===== src/core/alit_regs.vh =====
`ifndef ALIT_REGS_VH
`define ALIT_REGS_VH
// ==========================================
// machine cycle timing
`define ALIT_CLK_PER_MC      3'h4
`define ALIT_WAIT_W          3
`define ALIT_DIV_W           3
// ==========================================
// operation classes
`define ALIT_OP_NONE         4'h0
`define ALIT_OP_ADD          4'h1
`define ALIT_OP_ADD_CY       4'h2
`define ALIT_OP_SUB_BW       4'h3
`define ALIT_OP_INC          4'h4
`define ALIT_OP_DEC          4'h5
`define ALIT_OP_AND          4'h6
`define ALIT_OP_OR           4'h7
`define ALIT_OP_XOR          4'h8
`define ALIT_OP_SWAP         4'h9
`define ALIT_OP_ROL_CY       4'hA
`define ALIT_OP_ROR_CY       4'hB
`define ALIT_OP_RL           4'hC
`define ALIT_OP_RR           4'hD
`define ALIT_OP_CLR          4'hE
`define ALIT_OP_CPL          4'hF
// ==========================================
// operand sources
`define ALIT_SRC_REG         3'h0
`define ALIT_SRC_DIR         3'h1
`define ALIT_SRC_IND         3'h2
`define ALIT_SRC_IMM         3'h3
`define ALIT_SRC_ACC         3'h4
`define ALIT_SRC_NONE        3'h5
// ==========================================
// destinations
`define ALIT_DST_ACC         1'h0
`define ALIT_DST_DIR         1'h1
// ==========================================
// sequencer states
`define ALIT_ST_IDLE         2'h0
`define ALIT_ST_RUN          2'h1
`define ALIT_ST_DONE         2'h2
`endif


===== src/core/alit_alu.v =====
`timescale 1ns/1ps
`default_nettype none
// ==========================================
// byte arithmetic and logic
module alit_alu (
	input  wire [3:0] op,
	input  wire [7:0] acc,
	input  wire [7:0] opnd,
	input  wire       cy_in,
	output reg  [7:0] res,
	output reg        cy_out
);
`include "alit_regs.vh"
	reg [8:0] sum;
	always @* begin
		sum    = 9'h000;
		res    = acc;
		cy_out = cy_in;
		case (op)
		`ALIT_OP_ADD: begin
			sum    = {1'b0, acc} + {1'b0, opnd};
			res    = sum[7:0];
			cy_out = sum[8];
		end
		`ALIT_OP_ADD_CY: begin
			sum    = {1'b0, acc} + {1'b0, opnd} + {8'h00, cy_in}; // see RULE6
			res    = sum[7:0];
			cy_out = sum[8];
		end
		`ALIT_OP_SUB_BW: begin
			sum    = {1'b0, acc} - {1'b0, opnd} - {8'h00, cy_in}; // see RULE8
			res    = sum[7:0];
			cy_out = sum[8];
		end
		`ALIT_OP_INC:  res = opnd + 8'h01;
		`ALIT_OP_DEC:  res = opnd - 8'h01;
		`ALIT_OP_AND:  res = acc & opnd;
		`ALIT_OP_OR:   res = acc | opnd;
		`ALIT_OP_XOR:  res = acc ^ opnd;
		`ALIT_OP_SWAP: res = {acc[3:0], acc[7:4]};
		`ALIT_OP_ROL_CY: begin
			res    = {acc[6:0], cy_in}; // see RULE16
			cy_out = acc[7];
		end
		`ALIT_OP_ROR_CY: begin
			res    = {cy_in, acc[7:1]}; // see RULE17
			cy_out = acc[0];
		end
		`ALIT_OP_RL:   res = {acc[6:0], acc[7]};
		`ALIT_OP_RR:   res = {acc[0], acc[7:1]};
		`ALIT_OP_CLR:  res = 8'h00;
		`ALIT_OP_CPL:  res = ~acc;
		default: ;
		endcase
	end
endmodule // alit_alu
`default_nettype wire


===== src/core/alit_core.v =====
// What this block does
// RULE1: a machine cycle is four clocks, stretched by wait and divider settings
// RULE2: a prefetch queue fill stall lengthens the machine cycle
// RULE3: a taken branch missing the branch cache lengthens the cycle
// RULE4: add indirect memory to accumulator: one byte, one cycle
// RULE5: add immediate to accumulator: two bytes, one cycle
// RULE6: add with carry; register form one byte, one cycle
// RULE7: add with carry, direct operand: two bytes, one cycle
// RULE8: subtract operand and borrow; direct form two bytes, one cycle
// RULE9: subtract with borrow of immediate: two bytes, one cycle
// RULE10: and indirect memory into accumulator: one byte, one cycle
// RULE11: and immediate into direct byte: three bytes, two cycles
// RULE12: or accumulator into direct byte: two bytes, one cycle
// RULE13: xor accumulator into direct byte: two bytes, one cycle
// RULE14: xor immediate into accumulator: two bytes, one cycle
// RULE15: swap accumulator nibbles: one byte, one cycle
// RULE16: rotate accumulator left through carry: one byte, one cycle
// RULE17: rotate accumulator right through carry: one byte, one cycle
// RULE18: report byte length and base cycle count for every opcode
`timescale 1ns/1ps
`default_nettype none
module alit_core (
	input  wire       sys_clk,
	input  wire       rst_n,
	// instruction bytes from fetch
	input  wire       instr_valid,
	input  wire [7:0] instr_op,
	input  wire [7:0] instr_b1,
	input  wire [7:0] instr_b2,
	output wire       instr_ready,
	// machine cycle stretch sources
	input  wire [2:0] bus_wait_config,
	input  wire [2:0] clock_divider_control,
	input  wire       prefetch_queue_stall,
	input  wire       branch_taken,
	input  wire       branch_cache_miss,
	// operand sources
	input  wire [7:0] reg_rdata,
	input  wire [7:0] dir_rdata,
	input  wire [7:0] ind_rdata,
	// decode outputs
	output reg  [1:0] dec_length,
	output reg  [2:0] dec_cycles,
	output reg        dec_known,
	// results
	output reg  [7:0] accumulator,
	output reg        carry,
	output reg        dir_we,
	output reg  [7:0] dir_addr,
	output reg  [7:0] dir_wdata,
	output reg        mc_tick,
	output reg        instr_done
);
`include "alit_regs.vh"
	localparam ST_IDLE = 2'h0;
	localparam ST_RUN  = 2'h1;
	localparam ST_DONE = 2'h2;

	// ==========================================
	// decode
	wire       d_known;
	wire [1:0] d_len;
	wire [2:0] d_cyc;
	wire [3:0] d_op;
	wire [2:0] d_src;
	wire       d_dst;

	alit_decode u_dec (
		.opcode (instr_op),
		.known  (d_known),
		.length (d_len),
		.cycles (d_cyc),
		.op     (d_op),
		.src    (d_src),
		.dst    (d_dst)
	);

	// ==========================================
	// latched instruction
	reg [1:0] state_r;
	reg [1:0] state_nxt;
	reg [3:0] op_r;
	reg [2:0] src_r;
	reg       dst_r;
	reg [7:0] b1_r;
	reg [7:0] b2_r;
	reg [2:0] mc_left_r;

	// ==========================================
	// machine cycle timer
	// stretch inputs come from other logic on sys_clk, so no sync
	reg [6:0] clk_cnt_r;
	reg       brmiss_r;
	wire [6:0] mc_len;
	// base 4 clocks, plus wait states, scaled by the divider
	assign mc_len = ({4'h0, `ALIT_CLK_PER_MC} +
		{4'h0, bus_wait_config}) <<
		clock_divider_control[1:0]; // see RULE1
	wire stall = prefetch_queue_stall | brmiss_r; // see RULE2 see RULE3
	wire mc_end = (clk_cnt_r >= mc_len - 7'h01) && !stall;

	always @(posedge sys_clk) begin
		if (!rst_n) begin
			clk_cnt_r <= 7'h00;
			mc_tick   <= 1'b0;
			brmiss_r  <= 1'b0;
		end else begin
			mc_tick <= mc_end;
			// hold the stretch until the current cycle would close
			if (branch_taken && branch_cache_miss)
				brmiss_r <= 1'b1; // see RULE3
			else if (clk_cnt_r >= mc_len - 7'h01)
				brmiss_r <= 1'b0;
			if (mc_end)
				clk_cnt_r <= 7'h00;
			else if (clk_cnt_r != 7'h7F)
				clk_cnt_r <= clk_cnt_r + 7'h01; // see RULE2
		end
	end

	// ==========================================
	// execute
	reg  [7:0] opnd;
	wire [7:0] alu_res;
	wire       alu_cy;

	always @* begin
		case (src_r)
		`ALIT_SRC_REG: opnd = reg_rdata;
		`ALIT_SRC_DIR: opnd = dir_rdata;  // see RULE7 see RULE8
		`ALIT_SRC_IND: opnd = ind_rdata;  // see RULE4 see RULE10
		`ALIT_SRC_IMM: opnd = dst_r ? b2_r : b1_r; // see RULE5 see RULE9
		`ALIT_SRC_ACC: opnd = accumulator;
		default:       opnd = 8'h00;
		endcase
	end

	// a direct destination combines the addressed byte with the source
	wire [7:0] alu_a = (dst_r == `ALIT_DST_DIR) ? dir_rdata : accumulator;

	alit_alu u_alu (
		.op     (op_r),
		.acc    (alu_a),
		.opnd   ((op_r == `ALIT_OP_INC || op_r == `ALIT_OP_DEC) &&
			src_r == `ALIT_SRC_ACC ? accumulator : opnd),
		.cy_in  (carry),
		.res    (alu_res),
		.cy_out (alu_cy)
	);

	assign instr_ready = (state_r == ST_IDLE);

	always @* begin
		state_nxt = state_r;
		case (state_r)
		ST_IDLE:
			if (instr_valid)
				state_nxt = ST_RUN;
		ST_RUN:
			if (mc_end && mc_left_r == 3'h1)
				state_nxt = ST_DONE;
		ST_DONE:
			state_nxt = ST_IDLE;
		default:
			state_nxt = ST_IDLE;
		endcase
	end

	always @(posedge sys_clk) begin
		if (!rst_n) begin
			state_r     <= ST_IDLE;
			op_r        <= 4'h0;
			src_r       <= 3'h5;
			dst_r       <= 1'b0;
			b1_r        <= 8'h00;
			b2_r        <= 8'h00;
			mc_left_r   <= 3'h0;
			dec_length  <= 2'h0;
			dec_cycles  <= 3'h0;
			dec_known   <= 1'b0;
			accumulator <= 8'h00;
			carry       <= 1'b0;
			dir_we      <= 1'b0;
			dir_addr    <= 8'h00;
			dir_wdata   <= 8'h00;
			instr_done  <= 1'b0;
		end else begin
			state_r    <= state_nxt;
			dir_we     <= 1'b0;
			instr_done <= 1'b0;
			case (state_r)
			ST_IDLE:
				if (instr_valid) begin
					op_r       <= d_op;
					src_r      <= d_src;
					dst_r      <= d_dst;
					b1_r       <= instr_b1;
					b2_r       <= instr_b2;
					mc_left_r  <= d_cyc;
					dec_length <= d_len;   // see RULE18
					dec_cycles <= d_cyc;   // see RULE18
					dec_known  <= d_known;
					dir_addr   <= instr_b1;
				end
			ST_RUN:
				if (mc_end)
					mc_left_r <= mc_left_r - 3'h1; // see RULE11
			ST_DONE: begin
				instr_done <= 1'b1;
				// unknown opcodes retire with no side effect
				if (dec_known) begin
					if (dst_r == `ALIT_DST_DIR) begin
						dir_we    <= 1'b1; // see RULE12 see RULE13
						dir_wdata <= alu_res;
					end else begin
						accumulator <= alu_res; // see RULE15
						carry       <= alu_cy;
					end
				end
			end
			default: ;
			endcase
		end
	end
endmodule // alit_core
`default_nettype wire


===== src/core/alit_decode.v =====
`timescale 1ns/1ps
`default_nettype none
// ==========================================
// opcode decode: length, base cycles, class
module alit_decode (
	input  wire [7:0] opcode,
	output reg        known,
	output reg  [1:0] length,
	output reg  [2:0] cycles,
	output reg  [3:0] op,
	output reg  [2:0] src,
	output reg        dst
);
`include "alit_regs.vh"
	// low nibble picks the operand form of a row
	function [2:0] form_src;
		input [3:0] lo;
		begin
			if (lo[3])
				form_src = `ALIT_SRC_REG;
			else if (lo[3:1] == 3'h3)
				form_src = `ALIT_SRC_IND;
			else if (lo == 4'h5)
				form_src = `ALIT_SRC_DIR;
			else if (lo == 4'h4)
				form_src = `ALIT_SRC_IMM;
			else
				form_src = `ALIT_SRC_NONE;
		end
	endfunction

	always @* begin
		known  = 1'b1;
		dst    = `ALIT_DST_ACC;
		src    = form_src(opcode[3:0]);
		op     = `ALIT_OP_NONE;
		cycles = 3'h1;
		length = (src == `ALIT_SRC_DIR || src == `ALIT_SRC_IMM) ?
			2'h2 : 2'h1; // see RULE18
		case (opcode[7:4])
		4'h2: op = `ALIT_OP_ADD;   // see RULE4 see RULE5
		4'h3: op = `ALIT_OP_ADD_CY; // see RULE6 see RULE7
		4'h9: op = `ALIT_OP_SUB_BW; // see RULE8 see RULE9
		4'h5: op = `ALIT_OP_AND;   // see RULE10
		4'h4: op = `ALIT_OP_OR;
		4'h6: op = `ALIT_OP_XOR;   // see RULE14
		4'h0: op = `ALIT_OP_INC;
		4'h1: op = `ALIT_OP_DEC;
		default: op = `ALIT_OP_NONE;
		endcase
		// inc/dec have no immediate form
		if ((op == `ALIT_OP_INC || op == `ALIT_OP_DEC) &&
			opcode[3:0] == 4'h4) begin
			src    = `ALIT_SRC_NONE;
			length = 2'h1;
		end
		if (src == `ALIT_SRC_NONE && opcode[3:0] != 4'h4)
			op = `ALIT_OP_NONE;
		// direct-destination logic forms
		if ((opcode[7:4] == 4'h4 || opcode[7:4] == 4'h5 ||
			opcode[7:4] == 4'h6) && opcode[3:1] == 3'h1) begin
			dst    = `ALIT_DST_DIR;
			length = opcode[0] ? 2'h3 : 2'h2; // see RULE11
			cycles = opcode[0] ? 3'h2 : 3'h1; // see RULE12 see RULE13
			src    = opcode[0] ? `ALIT_SRC_IMM : `ALIT_SRC_ACC;
			op     = (opcode[7:4] == 4'h4) ? `ALIT_OP_OR :
				(opcode[7:4] == 4'h5) ? `ALIT_OP_AND : `ALIT_OP_XOR;
		end
		case (opcode)
		8'h04: op = `ALIT_OP_INC;
		8'h14: op = `ALIT_OP_DEC;
		8'hC4: op = `ALIT_OP_SWAP; // see RULE15
		8'h33: op = `ALIT_OP_ROL_CY; // see RULE16
		8'h13: op = `ALIT_OP_ROR_CY; // see RULE17
		8'h23: op = `ALIT_OP_RL;
		8'h03: op = `ALIT_OP_RR;
		8'hE4: op = `ALIT_OP_CLR;
		8'hF4: op = `ALIT_OP_CPL;
		default: ;
		endcase
		if (opcode[3:0] == 4'h3 || opcode == 8'h04 || opcode == 8'h14 ||
			opcode == 8'hC4 || opcode == 8'hE4 || opcode == 8'hF4) begin
			if (op != `ALIT_OP_NONE && opcode[3:1] != 3'h1) begin
				src    = `ALIT_SRC_ACC;
				length = 2'h1;
				cycles = 3'h1;
			end
		end
		if (op == `ALIT_OP_NONE) begin
			known  = 1'b0;
			length = 2'h1;
			cycles = 3'h1;
			src    = `ALIT_SRC_NONE;
		end
	end
endmodule // alit_decode
`default_nettype wire


===== config.mk =====
export PLATFORM = sky130hd
export DESIGN_NAME = alit_core
export DESIGN_NICKNAME = d
export VERILOG_FILES = /design/src/core/alit_alu.v /design/src/core/alit_core.v /design/src/core/alit_decode.v
export VERILOG_INCLUDE_DIRS = /design/src /design/src/core
export SDC_FILE = /design/constraint.sdc
export NUM_CORES = 1
export LEC_CHECK = 0
export BUFFER_PORTS_ARGS = -buffer_cell sky130_fd_sc_hd__buf_2
export CORE_MARGIN = 2
export CORE_UTILIZATION = 45
export CTS_BUF_LIST = sky130_fd_sc_hd__clkbuf_2
export DETAILED_ROUTE_END_ITERATION = 8
export HOLD_SLACK_MARGIN = 0.06
export PLACE_DENSITY = 0.66
export SLEW_MARGIN = 40
export SYNTH_ARGS = -nofsm -noshare
export SYNTH_HDL_FRONTEND = slang
export SYNTH_SLANG_ARGS = --single-unit

===== constraint.sdc =====
create_clock -name sys_clk -period 7.9 [get_ports sys_clk]
set_input_delay 0.79 -clock sys_clk [delete_from_list [all_inputs] [get_ports sys_clk]]
set_output_delay 0.79 -clock sys_clk [all_outputs]
set_load 0.05 [all_outputs]

==> flow_summary.json <==
{
  "cts_resized": 0,
  "power.density_nw_per_um2": 122.3,
  "post-synth-top-area-fraction_pct": 20.75,
  "antenna_found_initial": 0,
  "n_antenna_cell": 0,
  "first_iter_violations": 430,
  "cp-start-kind": "flop",
  "p_int_w": 0.0005037,
  "grt_max_degree": 42,
  "fin_cells": 1064,
  "fin_hold_ws_ps": 465.3,
  "dieArea_um2": 14230,
  "hold_viol": 0,
  "synth_cells": 822,
  "leakagePower_nw": 2.837,
  "cts_sinks": 62,
  "hold_class": "flop to flop",
  "yosysTopAreaCell": "dfxtp_1",
  "grt_pass1_wl_um": 29270,
  "worstHoldPathCells": 2,
  "root_buffer": "clkbuf_2",
  "cts_buffers": 9,
  "maxCapViolCount": 0,
  "max_clock_freq_mhz": 224.6,
  "clk_pin_slew_ps": 170,
  "via_count": 6101,
  "worst_r2r_path_depth": 15,
  "globalplace.congestion": 0.9800,
  "drtPass1Iterations": 5,
  "synth_common_cells": "121 x nand2_1, 71 x a21oi_1, 69 x nor2_1",
  "finish.instance_area_um2": 6626,
  "ioPinCount": 95,
  "crit_required_ps": 8270,
  "gr-total-overflow": 0,
  "core_um2": 13090,
  "clk_path_buf_depth": 2,
  "clkPwrFrac_pct": 23.5,
  "tritoncts": "yes",
  "synth_ff_type": "dfxtp_1",
  "dp_hpwl_um": 13830,
  "grt_pass1_vias": 5613,
  "crit_arrival_ps": 4830,
  "drive_above_1_share_pct": 16.78,
  "switchingPower_w": 0.0003066,
  "synth_area_um2": 5981,
  "grt_usage_pct": 25.58,
  "drc_errors": 0,
  "final.setup_skew_ps": 42.40,
  "postRouteWirelength_um": 17850,
  "synth_nets": 938,
  "portBuffers": 92,
  "path_class": "flop to flop",
  "cp-end-kind": "flop",
  "start_util_pct": 45.71,
  "placedCellCount": 1048,
  "finalCritPeriodShare_pct": 56.37,
  "finalWorstPathRequiredPeriod_ps": 4453,
  "cts-hold-fix-buffers": 0,
  "setup_viol": 0,
  "synth-edff-count": 0,
  "die_h_um": 119.3,
  "yosysMostFrequentCell": "nand2_1",
  "crit_fanout": 14,
  "syn2layout_area_growth_pct": 10.80,
  "slew_headroom_pct": 50.41,
  "post-route-util_pct": 50.64,
  "die_w_um": 119.3,
  "yosysSeqAreaShare_pct": 20.75,
  "p_sw_share_pct": 37.84,
  "wire_per_inst_um": 16.77,
  "nets": 999,
  "ys_warn_count": 0,
  "cts_max_level": 3,
  "vdd_drop_max_mv": 0.1257,
  "drtAntennaViolNets": 0,
  "num_rows": 42,
  "slew_violations": 0,
  "placed_area_um2": 6506,
  "synth_cell_types": 83,
  "status": "completed",
  "rsz0062_at_grt": "false",
  "setup_tns_ps": 0,
  "postCtsSetupBuffers": 0,
  "seq_power_share_pct": 42.6,
  "worstMarginPinSlew_ps": 741.1,
  "ys_ff_latch": 62,
  "avgSynthCellArea_um2": 7.276,
  "combPwrFrac_pct": 33.9,
  "clock_latency_ps": 510,
  "vias_per_cell": 5.734,
  "synth.area.top_cells": "dfxtp_1 21%, ha_1 11%, nand2_1 7.6%",
  "async_reset_ff_share_pct": 0
}
[layout by cell type (no fill, tap or decap), types with 4 or more instances in the layout]
cell,count
a21o_1,6
xnor2_1,20
clkbuf_2,11
buf_4,6
buf_2,92
and2_1,7
o22ai_1,14
ha_1,52
nand3b_1,5
xor2_1,13
o21ai_0,40
nor3_1,14
nor2_1,69
nor3b_1,4
mux2_2,4
dfxtp_1,59
a211oi_1,15
nand4_1,4
a32o_1,5
a21oi_1,71
nand3_1,32
mux2i_1,24
fa_1,4
nand2_1,120
nand2b_1,7
mux2i_2,4
or2_2,6
o221ai_1,7
o21a_1,4
nor2b_1,15
a31oi_1,9
o31ai_1,14
and3_1,6
inv_1,50
a221oi_1,4
a22oi_1,4
a32oi_1,5
[stage by stage]
stage | worst slack [ps] | total power [W]
after floorplan | 3926 | 0.0005455
after global placement | 3401 | 0.0006199
after detailed placement | 3392 | 0.0006208
after CTS | 3343 | 0.0008106
after global routing | 3133 | 0.0008607
final | 3447 | 0.0008104
[power groups by stage]
stage / Combinational (W) / Clock, W / Sequential, W
2_1_floorplan: 0.000191 / 0 / 0.000354
3_3_place_gp: 0.000269 / 0 / 0.000351
3_5_place_dp: 0.000269 / 0 / 0.000351
4_1_cts: 0.000271 / 0.000195 / 0.000345
5_1_grt: 0.000303 / 0.000210 / 0.000348
6_report: 0.000275 / 0.000190 / 0.000345
[path summary, 6_finish.rpt]
check	startpoint	to	slack (ps)
max	dst_r$_SDFFE_PN0P_	accumulator[7]$_SDFFE_PN0P_	3450
min	b2_r[7]$_SDFFE_PN0P_	b2_r[7]$_SDFFE_PN0P_	470
max reg2reg	dst_r$_SDFFE_PN0P_	accumulator[7]$_SDFFE_PN0P_	3450
min reg2reg	b2_r[7]$_SDFFE_PN0P_	b2_r[7]$_SDFFE_PN0P_	470
[state kept, by name, indices dropped and copies added, names as in the netlist, 2 cells and up]
| name | flops |
|---|---|
| accumulator | 8 |
| b1_r | 8 |
| b2_r | 8 |
| dir_wdata | 8 |
| clk_cnt_r | 7 |
| op_r | 4 |
| mc_left_r | 3 |
| src_r | 3 |
| dec_cycles | 2 |
| dec_length | 2 |
| state_r | 2 |
[logic make-up (layout without fill, tap and decap cells)]
logic type               count (synthesis)  in the layout  share of synthesized area, %
AND/OR/NAND/NOR                        306            306                         23.87
AO/OA/AOI/OAI                          231            231                         25.44
buffers and inverters                   99            165                         6.694
flip-flops                              62             62                         20.75
adder cells (fa/ha/maj)                 56             56                         12.22
multiplexers                            34             34                         6.130
XOR/XNOR                                33             33                         4.833
other                                    1              1                       0.06270
[layer usage]
metal / vias to the layer above / GRT usage (%) / routed length, um
met5: - / 0 / 0
met4: 0 / 7.589 / 383
li1: 3061 / - / -
met3: 27 / 4.071 / 1041
met1: 2794 / 35.08 / 8296
met2: 219 / 41.34 / 8126
[worst max-delay path, stage by stage, from the launching register on]
cell and delay (ps):
dfxtp_1 550, buf_4 350, mux2_2 200, a31oi_1 90, a21oi_1 560, ha_1 340
inv_1 70, fa_1 410, nor3_1 300, o31ai_1 160, mux2_2 300, nor3_1 200
nand2_1 100, xnor2_1 160, a221oi_2 390, o21ai_0 130
[layout make-up]
class | instances | area (um2)
Timing Repair Buffer | 98 | 505.5
Multi-Input combinational cell | 661 | 4358
Sequential cell | 62 | 1245
Fill cell | 1371 | 6459
Clock inverter | 5 | 50.05
Clock buffer | 11 | 55.05
Tap cell | 176 | 220.2
Inverter | 51 | 192.7
(Power assumes the default switching activity.)
